File: src/include/ceh_map.vh
/*
 * constants of the copy engine hash unit: states, crc and sha-1 figures.
 * assumes inclusion by bare name from the rtl files.
 */
`ifndef CEH_MAP_VH
`define CEH_MAP_VH
// ****************************************************************
// states
// ****************************************************************
`define CEH_ST_IDLE 3'h0
`define CEH_ST_LOAD 3'h1
`define CEH_ST_PAD  3'h2
`define CEH_ST_HASH 3'h3
`define CEH_ST_DONE 3'h4
// ****************************************************************
// crc figures
// ****************************************************************
`define CEH_CRC_INIT 32'hFFFF_FFFF
`define CEH_CRC_POLY 32'hEDB8_8320
// ****************************************************************
// sha-1 figures
// ****************************************************************
`define CEH_SHA_H0   32'h6745_2301
`define CEH_SHA_H1   32'hEFCD_AB89
`define CEH_SHA_H2   32'h98BA_DCFE
`define CEH_SHA_H3   32'h1032_5476
`define CEH_SHA_H4   32'hC3D2_E1F0
`define CEH_SHA_K0   32'h5A82_7999
`define CEH_SHA_K1   32'h6ED9_EBA1
`define CEH_SHA_K2   32'h8F1B_BCDC
`define CEH_SHA_K3   32'hCA62_C1D6
`define CEH_SHA_LAST 7'h4F
`define CEH_PAD_MARK 8'h80
`define CEH_LEN_POS  6'h38
`define CEH_BLK_END  6'h3F
`endif

File: src/rtl/ceh_hash_unit.v
/*
 * hash unit of the data_copy_coprocessor: arbiter, byte intake, crc,
 * sha-1 padding, signature write-out and reference check.
 * assumes the granted channel drives the shared command and byte ports.
 */
`timescale 1ns/1ps
`default_nettype none
`include "ceh_map.vh"
module ceh_hash_unit #(
   parameter CHANNELS = 4,
   parameter PRIO_W   = 2
) (
   input  wire                       clk_sys,
   input  wire                       resetn,
   input  wire [CHANNELS-1:0]        chReq,
   input  wire [CHANNELS*PRIO_W-1:0] chPrio,
   input  wire                       cmdUseSha,
   input  wire                       cmdCheck,
   input  wire [159:0]               refValue,
   input  wire                       dataValid,
   input  wire [7:0]                 dataByte,
   input  wire                       dataLast,
   output reg  [CHANNELS-1:0]        chGrant,
   output reg                        dataReady,
   output reg                        sigValid,
   output reg  [159:0]               sigData,
   output reg  [CHANNELS-1:0]        sigChan,
   output reg                        mismatchIrq
);
   reg [2:0]   state_q;
   reg         useSha_q;
   reg         check_q;
   reg [159:0] ref_q;
   reg [31:0]  crc_q;
   reg [511:0] blk_q;
   reg [159:0] h_q;
   reg [5:0]   cnt_q;
   reg [60:0]  msgLen_q;
   reg [63:0]  lenSh_q;
   reg [1:0]   padPh_q;
   reg         retPad_q;
   reg         final_q;
   reg         coreStart_q;
   reg [CHANNELS-1:0] win;
   reg [PRIO_W-1:0]   bestPrio;
   reg         padIns;
   reg [7:0]   padByte;
   reg [7:0]   insByte;
   reg         ins;
   integer     i;
   wire        coreDone;
   wire [159:0] coreOut;
   wire        accept;
   wire        launch;
   wire [159:0] result;

   // ****************************************************************
   // crc byte step
   // ****************************************************************
   // reflected form: lsb of the byte enters first, as ethernet does
   function [31:0] crcByte;
      input [31:0] c;
      input [7:0]  b;
      integer      n;
      reg [31:0]   x;
      begin
         x = c ^ {24'h00_0000, b};
         for (n = 0; n < 8; n = n + 1)
            x = x[0] ? ((x >> 1) ^ `CEH_CRC_POLY) : (x >> 1);
         crcByte = x;
      end
   endfunction

   // ****************************************************************
   // arbiter
   // ****************************************************************
   // highest programmed level wins; ties go to the lowest channel.
   // a low level channel can starve while higher-level ones keep asking.
   always @* begin
      win      = {CHANNELS{1'b0}};
      bestPrio = {PRIO_W{1'b0}};
      for (i = CHANNELS - 1; i >= 0; i = i - 1) begin
         if (chReq[i] && (win == {CHANNELS{1'b0}} ||
             chPrio[i*PRIO_W +: PRIO_W] >= bestPrio)) begin
            win      = {CHANNELS{1'b0}};
            win[i]   = 1'b1;
            bestPrio = chPrio[i*PRIO_W +: PRIO_W];
         end
      end
   end

   // ****************************************************************
   // byte source: channel data or generated padding
   // ****************************************************************
   always @* begin
      padIns  = 1'b0;
      padByte = 8'h00;
      if (!useSha_q) begin
         padIns = (cnt_q[1:0] != 2'b00);
      end else begin
         case (padPh_q)
            2'd0: begin
               padIns  = 1'b1;
               padByte = `CEH_PAD_MARK;
            end
            2'd1: padIns = (cnt_q != `CEH_LEN_POS);
            2'd2: begin
               padIns  = 1'b1;
               padByte = lenSh_q[63:56];
            end
            default: padIns = 1'b0;
         endcase
      end
   end

   assign accept = (state_q == `CEH_ST_LOAD) && dataValid && dataReady;
   always @* begin
      ins     = accept || ((state_q == `CEH_ST_PAD) && padIns);
      insByte = accept ? dataByte : padByte;
   end
   assign launch = ins && useSha_q && (cnt_q == `CEH_BLK_END);
   assign result = useSha_q ? h_q : {128'h0, ~crc_q};

   ceh_sha1_core u_sha (
      .clk_sys (clk_sys),
      .resetn  (resetn),
      .start   (coreStart_q),
      .blockIn (blk_q),
      .hIn     (h_q),
      .done    (coreDone),
      .hOut    (coreOut)
   );

   // ****************************************************************
   // sequencer
   // ****************************************************************
   always @(posedge clk_sys or negedge resetn) begin
      if (!resetn) begin
         state_q     <= `CEH_ST_IDLE;
         useSha_q    <= 1'b0;
         check_q     <= 1'b0;
         ref_q       <= 160'h0;
         crc_q       <= `CEH_CRC_INIT;
         blk_q       <= 512'h0;
         h_q         <= 160'h0;
         cnt_q       <= 6'h0;
         msgLen_q    <= 61'h0;
         lenSh_q     <= 64'h0;
         padPh_q     <= 2'd0;
         retPad_q    <= 1'b0;
         final_q     <= 1'b0;
         coreStart_q <= 1'b0;
         chGrant     <= {CHANNELS{1'b0}};
         dataReady   <= 1'b0;
         sigValid    <= 1'b0;
         sigData     <= 160'h0;
         sigChan     <= {CHANNELS{1'b0}};
         mismatchIrq <= 1'b0;
      end else begin
         coreStart_q <= 1'b0;
         sigValid    <= 1'b0;
         mismatchIrq <= 1'b0;
         if (ins) begin
            cnt_q <= cnt_q + 6'd1;
            if (useSha_q)
               blk_q <= {blk_q[503:0], insByte};
            else
               crc_q <= crcByte(crc_q, insByte);
         end
         case (state_q)
            `CEH_ST_IDLE: begin
               if (chReq != {CHANNELS{1'b0}}) begin
                  chGrant   <= win;
                  useSha_q  <= cmdUseSha;
                  check_q   <= cmdCheck;
                  ref_q     <= refValue;
                  crc_q     <= `CEH_CRC_INIT;
                  h_q       <= {`CEH_SHA_H0, `CEH_SHA_H1, `CEH_SHA_H2,
                                `CEH_SHA_H3, `CEH_SHA_H4};
                  cnt_q     <= 6'h0;
                  msgLen_q  <= 61'h0;
                  padPh_q   <= 2'd0;
                  final_q   <= 1'b0;
                  dataReady <= 1'b1;
                  state_q   <= `CEH_ST_LOAD;
               end
            end
            `CEH_ST_LOAD: begin
               if (accept) begin
                  msgLen_q <= msgLen_q + 61'd1;
                  if (dataLast) begin
                     // the crc never sees the length; only sha-1 uses it
                     lenSh_q <= {msgLen_q + 61'd1, 3'b000};
                     padPh_q <= 2'd0;
                  end
                  if (launch) begin
                     dataReady   <= 1'b0;
                     coreStart_q <= 1'b1;
                     retPad_q    <= dataLast;
                     state_q     <= `CEH_ST_HASH;
                  end else if (dataLast) begin
                     dataReady <= 1'b0;
                     state_q   <= `CEH_ST_PAD;
                  end
               end
            end
            `CEH_ST_PAD: begin
               if (padIns) begin
                  if (padPh_q == 2'd0)
                     padPh_q <= 2'd1;
                  if (padPh_q == 2'd2)
                     lenSh_q <= {lenSh_q[55:0], 8'h00};
                  if (launch) begin
                     coreStart_q <= 1'b1;
                     retPad_q    <= 1'b1;
                     final_q     <= (padPh_q == 2'd2);
                     state_q     <= `CEH_ST_HASH;
                  end
               end else if (!useSha_q) begin
                  state_q <= `CEH_ST_DONE;
               end else begin
                  padPh_q <= 2'd2;
               end
            end
            `CEH_ST_HASH: begin
               if (coreDone) begin
                  h_q <= coreOut;
                  if (final_q) begin
                     state_q <= `CEH_ST_DONE;
                  end else if (retPad_q) begin
                     state_q <= `CEH_ST_PAD;
                  end else begin
                     dataReady <= 1'b1;
                     state_q   <= `CEH_ST_LOAD;
                  end
               end
            end
            `CEH_ST_DONE: begin
               sigValid <= 1'b1;
               sigData  <= result;
               sigChan  <= chGrant;
               // crc reference sits in the low word of the payload copy
               mismatchIrq <= check_q && (useSha_q ? (ref_q != result) :
                              (ref_q[31:0] != result[31:0]));
               chGrant <= {CHANNELS{1'b0}};
               state_q <= `CEH_ST_IDLE;
            end
            default: state_q <= `CEH_ST_IDLE;
         endcase
      end
   end
endmodule // ceh_hash_unit
`default_nettype wire

File: src/rtl/ceh_sha1_core.v
/*
 * sha-1 compression of one 512-bit block, one round per clock.
 * assumes blockIn and hIn stay stable from start until done.
 */
`timescale 1ns/1ps
`default_nettype none
`include "ceh_map.vh"
module ceh_sha1_core (
   input  wire         clk_sys,
   input  wire         resetn,
   input  wire         start,
   input  wire [511:0] blockIn,
   input  wire [159:0] hIn,
   output reg          done,
   output reg  [159:0] hOut
);
   reg [511:0] w_q;
   reg [31:0]  a_q, b_q, c_q, d_q, e_q;
   reg [6:0]   rnd_q;
   reg         run_q;
   reg         fin_q;
   reg [31:0]  f;
   reg [31:0]  k;
   wire [31:0] wX;
   wire [31:0] wNew;
   wire [31:0] tmp;
   // ****************************************************************
   // round function
   // ****************************************************************
   always @* begin
      if (rnd_q < 7'd20) begin
         f = (b_q & c_q) | (~b_q & d_q);
         k = `CEH_SHA_K0;
      end else if (rnd_q < 7'd40) begin
         f = b_q ^ c_q ^ d_q;
         k = `CEH_SHA_K1;
      end else if (rnd_q < 7'd60) begin
         f = (b_q & c_q) | (b_q & d_q) | (c_q & d_q);
         k = `CEH_SHA_K2;
      end else begin
         f = b_q ^ c_q ^ d_q;
         k = `CEH_SHA_K3;
      end
   end
   // window holds w[t..t+15]; w[t] sits in the top word
   assign wX   = w_q[95:64] ^ w_q[255:224] ^ w_q[447:416] ^ w_q[511:480];
   assign wNew = {wX[30:0], wX[31]};
   assign tmp  = {a_q[26:0], a_q[31:27]} + f + e_q + k + w_q[511:480];
   // ****************************************************************
   // round sequencing
   // ****************************************************************
   always @(posedge clk_sys or negedge resetn) begin
      if (!resetn) begin
         w_q   <= 512'h0;
         a_q   <= 32'h0;
         b_q   <= 32'h0;
         c_q   <= 32'h0;
         d_q   <= 32'h0;
         e_q   <= 32'h0;
         rnd_q <= 7'h0;
         run_q <= 1'b0;
         fin_q <= 1'b0;
         done  <= 1'b0;
         hOut  <= 160'h0;
      end else begin
         done  <= 1'b0;
         fin_q <= 1'b0;
         if (start) begin
            w_q   <= blockIn;
            a_q   <= hIn[159:128];
            b_q   <= hIn[127:96];
            c_q   <= hIn[95:64];
            d_q   <= hIn[63:32];
            e_q   <= hIn[31:0];
            rnd_q <= 7'h0;
            run_q <= 1'b1;
         end else if (run_q) begin
            e_q   <= d_q;
            d_q   <= c_q;
            c_q   <= {b_q[1:0], b_q[31:2]};
            b_q   <= a_q;
            a_q   <= tmp;
            w_q   <= {w_q[479:0], wNew};
            rnd_q <= rnd_q + 7'd1;
            if (rnd_q == `CEH_SHA_LAST) begin
               run_q <= 1'b0;
               fin_q <= 1'b1;
            end
         end
         if (fin_q) begin
            hOut <= {hIn[159:128] + a_q, hIn[127:96] + b_q, hIn[95:64] + c_q,
                     hIn[63:32] + d_q, hIn[31:0] + e_q};
            done <= 1'b1;
         end
      end
   end
endmodule // ceh_sha1_core
`default_nettype wire

File: config.mk
export PLATFORM = sky130hd
export DESIGN_NAME = ceh_hash_unit
export DESIGN_NICKNAME = d
export VERILOG_FILES = /design/src/rtl/ceh_hash_unit.v /design/src/rtl/ceh_sha1_core.v
export VERILOG_INCLUDE_DIRS = /design/src /design/src/include
export SDC_FILE = /design/constraint.sdc
export NUM_CORES = 2
export LEC_CHECK = 0
export ABC_CLOCK_PERIOD_IN_PS = 6900
export BUFFER_PORTS_ARGS = -buffer_cell sky130_fd_sc_hd__clkbuf_2
export CORE_ASPECT_RATIO = 0.8
export CORE_MARGIN = 8
export CORE_UTILIZATION = 55
export CTS_CLUSTER_SIZE = 24
export DETAILED_ROUTE_END_ITERATION = 8
export PLACE_DENSITY = 0.79
export SYNTH_ARGS = -nofsm -noshare
export SYNTH_HDL_FRONTEND = slang
export SYNTH_SLANG_ARGS = --single-unit
File: constraint.sdc
create_clock -name clk_sys -period 6.9 [get_ports clk_sys]
set_input_delay 1.035 -clock clk_sys [delete_from_list [all_inputs] [get_ports clk_sys]]
set_output_delay 1.035 -clock clk_sys [all_outputs]
set_load 0.02 [all_outputs]
Yosys cells after proc, flatten, opt, wreduce, memory -nomap -nowiden
Index checks and enable logic that the tools add are counted.
{"block": "totals", "inputBits": 186, "reg_bits": 2018, "output_inout_bits": 171, "elab_cells": 248}
{"block": "classes", "n_addsub": 12, "n_eq_ne": 26, "bitwise": 23, "magnitude_cmp": 6, "reduce_logical": 40, "mux": 110}
{"operator": "$mux W512", "n": 2}
{"operator": "$mux W32", "n": 27}
{"operator": "$mux W160", "n": 3}
{"operator": "$pmux W160 S2", "n": 1}
{"operator": "$add A32 B32 Y32", "n": 9}
{"operator": "$mux W64", "n": 4}
{"operator": "$ne A160 B160 Y1", "n": 1}
{"operator": "$xor A32 B32 Y32", "n": 5}
{"operator": "$and A32 B32 Y32", "n": 4}
{"operator": "$pmux W64 S2", "n": 1}
{"operator": "$mux W61", "n": 2}
{"operator": "$pmux W61 S2", "n": 1}
{"operator": "$not A13 Y14", "n": 8}
{"operator": "$or A32 B32 Y32", "n": 3}
{"operator": "$not A32 Y32", "n": 2}
{"operator": "$add A61 B1 Y61 const B", "n": 1}
{"operator": "$ne A32 B32 Y1", "n": 1}
{"operator": "$xor A32 B8 Y32", "n": 1}
{"operator": "$mux W31", "n": 1}
{"operator": "$mux W1", "n": 28}
{"operator": "$mux W3", "n": 9}
{"operator": "$mux W2", "n": 10}
{"operator": "$mux W4", "n": 5}
{"operator": "$mux W6", "n": 3}
{"operator": "other kinds (40)", "n": 85}

Logic depth before layout (Yosys ltp)
{"block": "logic_depth", "depth_word": 25, "depth_mapped": 27, "depth_no_buf": 25}

Hierarchy
From an unflattened synthesis, not the netlist that was laid out.
{"block": "hier_totals", "cells_unflattened": 9933, "area_unflattened_um2": 100918.0}
{"module": "ceh_hash_unit", "cells_each": 4790, "seq_area_each_um2": 29393.2, "area_per_inst_um2": 50480.9, "n_inst": 1}
{"module": "ceh_sha1_core", "cells_each": 5143, "seq_area_each_um2": 21070.2, "area_per_inst_um2": 50437.1, "n_inst": 1}

Worst setup path before layout
OpenSTA, ideal clock, no wires.
{"block": "synth_path", "path_type": "reg2reg", "from": "register u_sha.rnd_q[4]", "to": "register u_sha.a_q[29]", "slack_ps": 1165, "path_stages_with_launch": 27, "setup_time_ps": 137, "synth_period_minus_slack_ps": 5735, "path_buffers": 1, "arrival_ps": 5598, "required_time_ps": 6763, "path_cell_list": "dfrtp_1 > clkbuf_1 > a41oi_1 > inv_1 > nor2_1 > clkinv_1 > nand2_1 > nor2_1 > a211oi_1 > fa_1 > inv_1 > fa_1 > fa_1 > inv_1 > ha_1 > inv_1 > fa_1 > nor2b_1 > o21ai_0 > a21boi_1 > o21ai_0 > a211oi_1 > o22a_1 > o21bai_1 > xnor2_1 > a211oi_1 > a21oi_1"}
{"block": "synth_between", "elab_chain_len": 10, "word_cells_on_any_way": 15, "classes_between": "add/sub: 4; order compare: 3; mux: 8"}
{"element": "start, declared", "line": "ceh_sha1_core.v:19", "text": "reg [6:0] rnd_q;"}
{"element": "start signal, assigned", "line": "ceh_sha1_core.v:84", "text": "rnd_q <= rnd_q + 7'd1;"}
{"element": "$lt A7 B6 Y1", "line": "ceh_sha1_core.v:37", "text": "end else if (rnd_q < 7'd60) begin"}
{"element": "$mux W32", "line": "ceh_sha1_core.v:37"}
{"element": "$mux W32", "line": "ceh_sha1_core.v:34", "text": "end else if (rnd_q < 7'd40) begin"}
{"element": "$mux W32", "line": "ceh_sha1_core.v:31", "text": "if (rnd_q < 7'd20) begin"}
{"element": "$add A32 B32 Y32 (2 in a row)", "line": "ceh_sha1_core.v:48", "text": "assign tmp = {a_q[26:0], a_q[31:27]} + f + e_q + k + w_q[511:480];"}
{"element": "$add A32 B32 Y32 * (2 in a row)", "line": "ceh_sha1_core.v:48"}
{"element": "$mux W32 *", "line": "ceh_sha1_core.v:77", "text": "end else if (run_q) begin"}
{"element": "$mux W32 *", "line": "ceh_sha1_core.v:68", "text": "if (start) begin"}
{"element": "end signal, assigned", "line": "ceh_sha1_core.v:70", "text": "a_q <= hIn[159:128];"}
{"element": "end signal, assigned", "line": "ceh_sha1_core.v:82", "text": "a_q <= tmp;"}
{"element": "end, declared", "line": "ceh_sha1_core.v:18", "text": "reg [31:0] a_q, b_q, c_q, d_q, e_q;"}
Mark *: on every way between the ends. The rest lies on a longest branch, timed or not. The select of a mux whose other input is x is not followed.
A chain may end at the register's enable or synchronous reset.

Worst setup path in the final report
{"block": "layout_path", "from": "register u_sha.rnd_q[3]", "to": "register u_sha.a_q[29]"}
The elaborated chain is that of the path after synthesis.

==> results.cfg <==
[outcome]
outcome = completed

[finish]
syn_to_final_growth_pct = 10.5
multiInputGateArea_mm2 = 0.0474
fillers = 14600
fin_nets = 10500
seqCellArea_mm2 = 0.0505
drive_gt1_share_pct = 14.9

[run]
drv_cap = 0

[placement]
portBuffers = 356
routabilityCongestion = 0.985
hpwlAfterDp_mm = 204

[logic_synthesis]
syn_nets = 10400
syn_inst = 9864
yosysWarnings = 0
synth_seq_cells = 2015
yosysSeqAreaShare_pct = 50.0
synth_area_per_cell_um2 = 10.2
synth_edf_count = 0
synth_area_mm2 = 0.101
synth_cell_types = 88
async_reset_ff_share_pct = 100
ys.flop_type = dfrtp_1

[cts]
clockBufferDepth = 3
path_clk_slew_ns = 0.07
clock_sinks = 2015
cts_tree = yes
clkLatencyLatePin_ns = 0.86
cts_max_level = 4
ctsHoldBuffers = 0
cts_root_buf = clkbuf_16
post_cts_resized = 0
cts_buffers = 193
post-cts-setup-buffers = 0

[critical_path]
critical_path_class = reg2reg
endpoint_kind = flip-flop
crit_fanout = 34
cp-start-kind = flip-flop
critPathRequiredTime_ns = 7.57
critPathArrivalTime_ns = 6.88

[detailed_routing]
via_per_inst = 6.02
wl_per_cell_um = 23.2
firstDrtPassIters = 9
drtAntennaViolNets = 0
drc = 0
drt-met1-wl_mm = 127
drtIter0Drc = 7682
top_layer = met5
num_vias = 75300
wl_met3_mm = 24.1
drt_wl_total_mm = 290
dr_wl_met2_mm = 126

[sta]
hold_violations = 0
final-setup-viol-count = 0
period_share_pct = 90.0
period_minus_slack_ns = 6.21
fin_worst_skew_ns = 0.0636
rsz0062_at_grt = false
tightest_slew_ns = 1.30
fmax_ghz = 0.161
relSlewSlack_pct = 11.0
slew_violations = 0
tns_ns = 0

[power]
netSwitchingFraction_pct = 35.0
clkPwrFrac_pct = 32.3
finalPower_mw = 34.6
power_density_mw_per_mm2 = 310
intPower_mw = 22.5
comb_power_share_pct = 24.7
ir_drop_uv = 323
seqPwrFrac_pct = 42.9
p_sw_mw = 12.1
p_leak_nw = 52.1

[grt]
grt_antenna_before_repair = 7
grt_pass1_vias = 74300
track_usage_pct = 28.9
grt_max_degree = 262
grt_pass1_wl_mm = 448
overflow = 0

[floorplanning]
die_y_um = 399
die_area_mm2 = 0.198
ios = 357
row_count = 140
die_x_um = 495
core_area_mm2 = 0.182
initial_core_util_pct = 55.4

[worst_hold_path]
holdCritPathClass = in2async
routing by layer:
metal	global-route usage, %	vias to the layer above
met2	43.0	2786
met5	0	-
li1	-	34100
met4	10.7	6
met1	42.2	37800
met3	5.92	566
synth_stat cells, drive strengths merged (43+ instances only):
library cell | n | area share (%)
mux2i | 669 | 6.6
fa | 124 | 2.5
a21oi | 253 | 1.3
clkbuf | 511 | 1.9
xnor2 | 375 | 3.3
buf | 53 | 0.21
nor2b | 70 | 0.44
nand2 | 1808 | 6.7
o211ai | 46 | 0.34
o21ai | 1146 | 5.7
mux2 | 663 | 7.4
a22oi | 55 | 0.41
a21o | 93 | 0.69
ha | 230 | 2.9
inv | 278 | 1.0
nand3b | 54 | 0.40
nor2 | 394 | 1.5
nand4 | 43 | 0.27
nor3 | 122 | 0.60
xor2 | 113 | 0.98
nand3 | 296 | 1.5
dfrtp | 1983 | 49
layout make-up:
class / count / area share, %
Clock buffer: 288 / 5.12
Tap cell: 2414 / 2.71
Multi-Input combinational cell: 7005 / 42.5
Timing Repair Buffer: 455 / 2.61
Antenna cell: 1 / 0.00224
Clock inverter: 66 / 0.908
Sequential cell: 2015 / 45.2
Inverter: 280 / 0.947
flip-flops by register name, summed over array words and instances (netlist names), 61 cells and up:
register    count
u_sha.hOut    160
blk_q         512
ref_q         160
sigData       160
u_sha.w_q     512
msgLen_q       61
h_q           160
lenSh_q        61
cell usage in the layout (no fill, tap or decap), types with 230 or more instances in the layout:
master,n
a21oi_1,249
clkbuf_2,355
dfrtp_1,1979
ha_1,230
inv_1,277
mux2_2,660
mux2i_1,669
nand2_1,1805
nand3_1,295
nor2_1,392
o21ai_0,1119
xnor2_1,366
cells by family (layout without fill, tap and decap cells):
group,Yosys count,after routing,synth area share [%]
AOI/OAI and AO/OA,1884,1884,10.8
xor gates and xnor gates,488,488,4.30
adders and majority gates,354,354,5.31
buffers and inverters,844,1089,3.15
DFF,2015,2015,50.0
muxes,1332,1332,14.0
other,0,1,0
and+or+nand+nor,2947,2947,12.4
per-stage QoR:
stage / hold slack (ns) / area [µm²] / cells / util (%) / setup slack [ns]
CTS: 0.230 / 112000 / 12500 / 61.2 / 0.789
global placement: 0.448 / 105000 / 12200 / 57.6 / 0.803
detailed placement: 0.455 / 105000 / 12200 / 57.6 / 0.829
floorplan: 0.352 / 101000 / 9864 / - / 1.16
global route: 0.255 / 112000 / 12500 / 61.2 / 0.254
finish: 0.196 / 112000 / 12500 / 61.2 / 0.689
final timing paths:
kind	startpoint	cells after the start	end	slack [ns]
hold / removal	resetn	1	ref_q[100]	0.20
hold reg to reg	blk_q[152]	2	u_sha.w_q[152]	0.45
setup / recovery	u_sha.rnd_q[3]	25	u_sha.a_q[29]	0.69
min in group clk_sys	refValue[30]	3	ref_q[30]	0.37
max in group asynchronous	resetn	2	coreStart_q	4.87
setup reg to reg	u_sha.rnd_q[3]	25	u_sha.a_q[29]	0.69
worst max-delay path: stages, from the launching register on:
cell and delay, ns:
dfrtp_1 0.46, o21ai_0 0.51, nor2_1 0.14, clkinv_1 0.09, buf_4 0.39, nor2_1 0.08
a211oi_1 0.27, fa_1 0.47, inv_1 0.09, fa_1 0.44, fa_1 0.46, inv_1 0.07
ha_1 0.17, inv_1 0.07, fa_1 0.46, nor2b_1 0.13, o21ai_0 0.10, a21boi_1 0.22
o21ai_0 0.18, a211oi_1 0.25, buf_4 0.18, o22a_1 0.28, o21bai_1 0.13, xnor2_1 0.13
a211oi_1 0.22, a21oi_1 0.06
power by group through the flow:
stage	clock [mW]	combinational [mW]	sequential, mW
after global routing	11.8	9.31	15.0
after detailed placement	0	8.46	15.0
after global placement	0	8.23	14.9
after CTS	11.3	8.53	14.8
final	11.2	8.57	14.9
after floorplan	0	5.69	14.6
(Power assumes the default switching activity.)
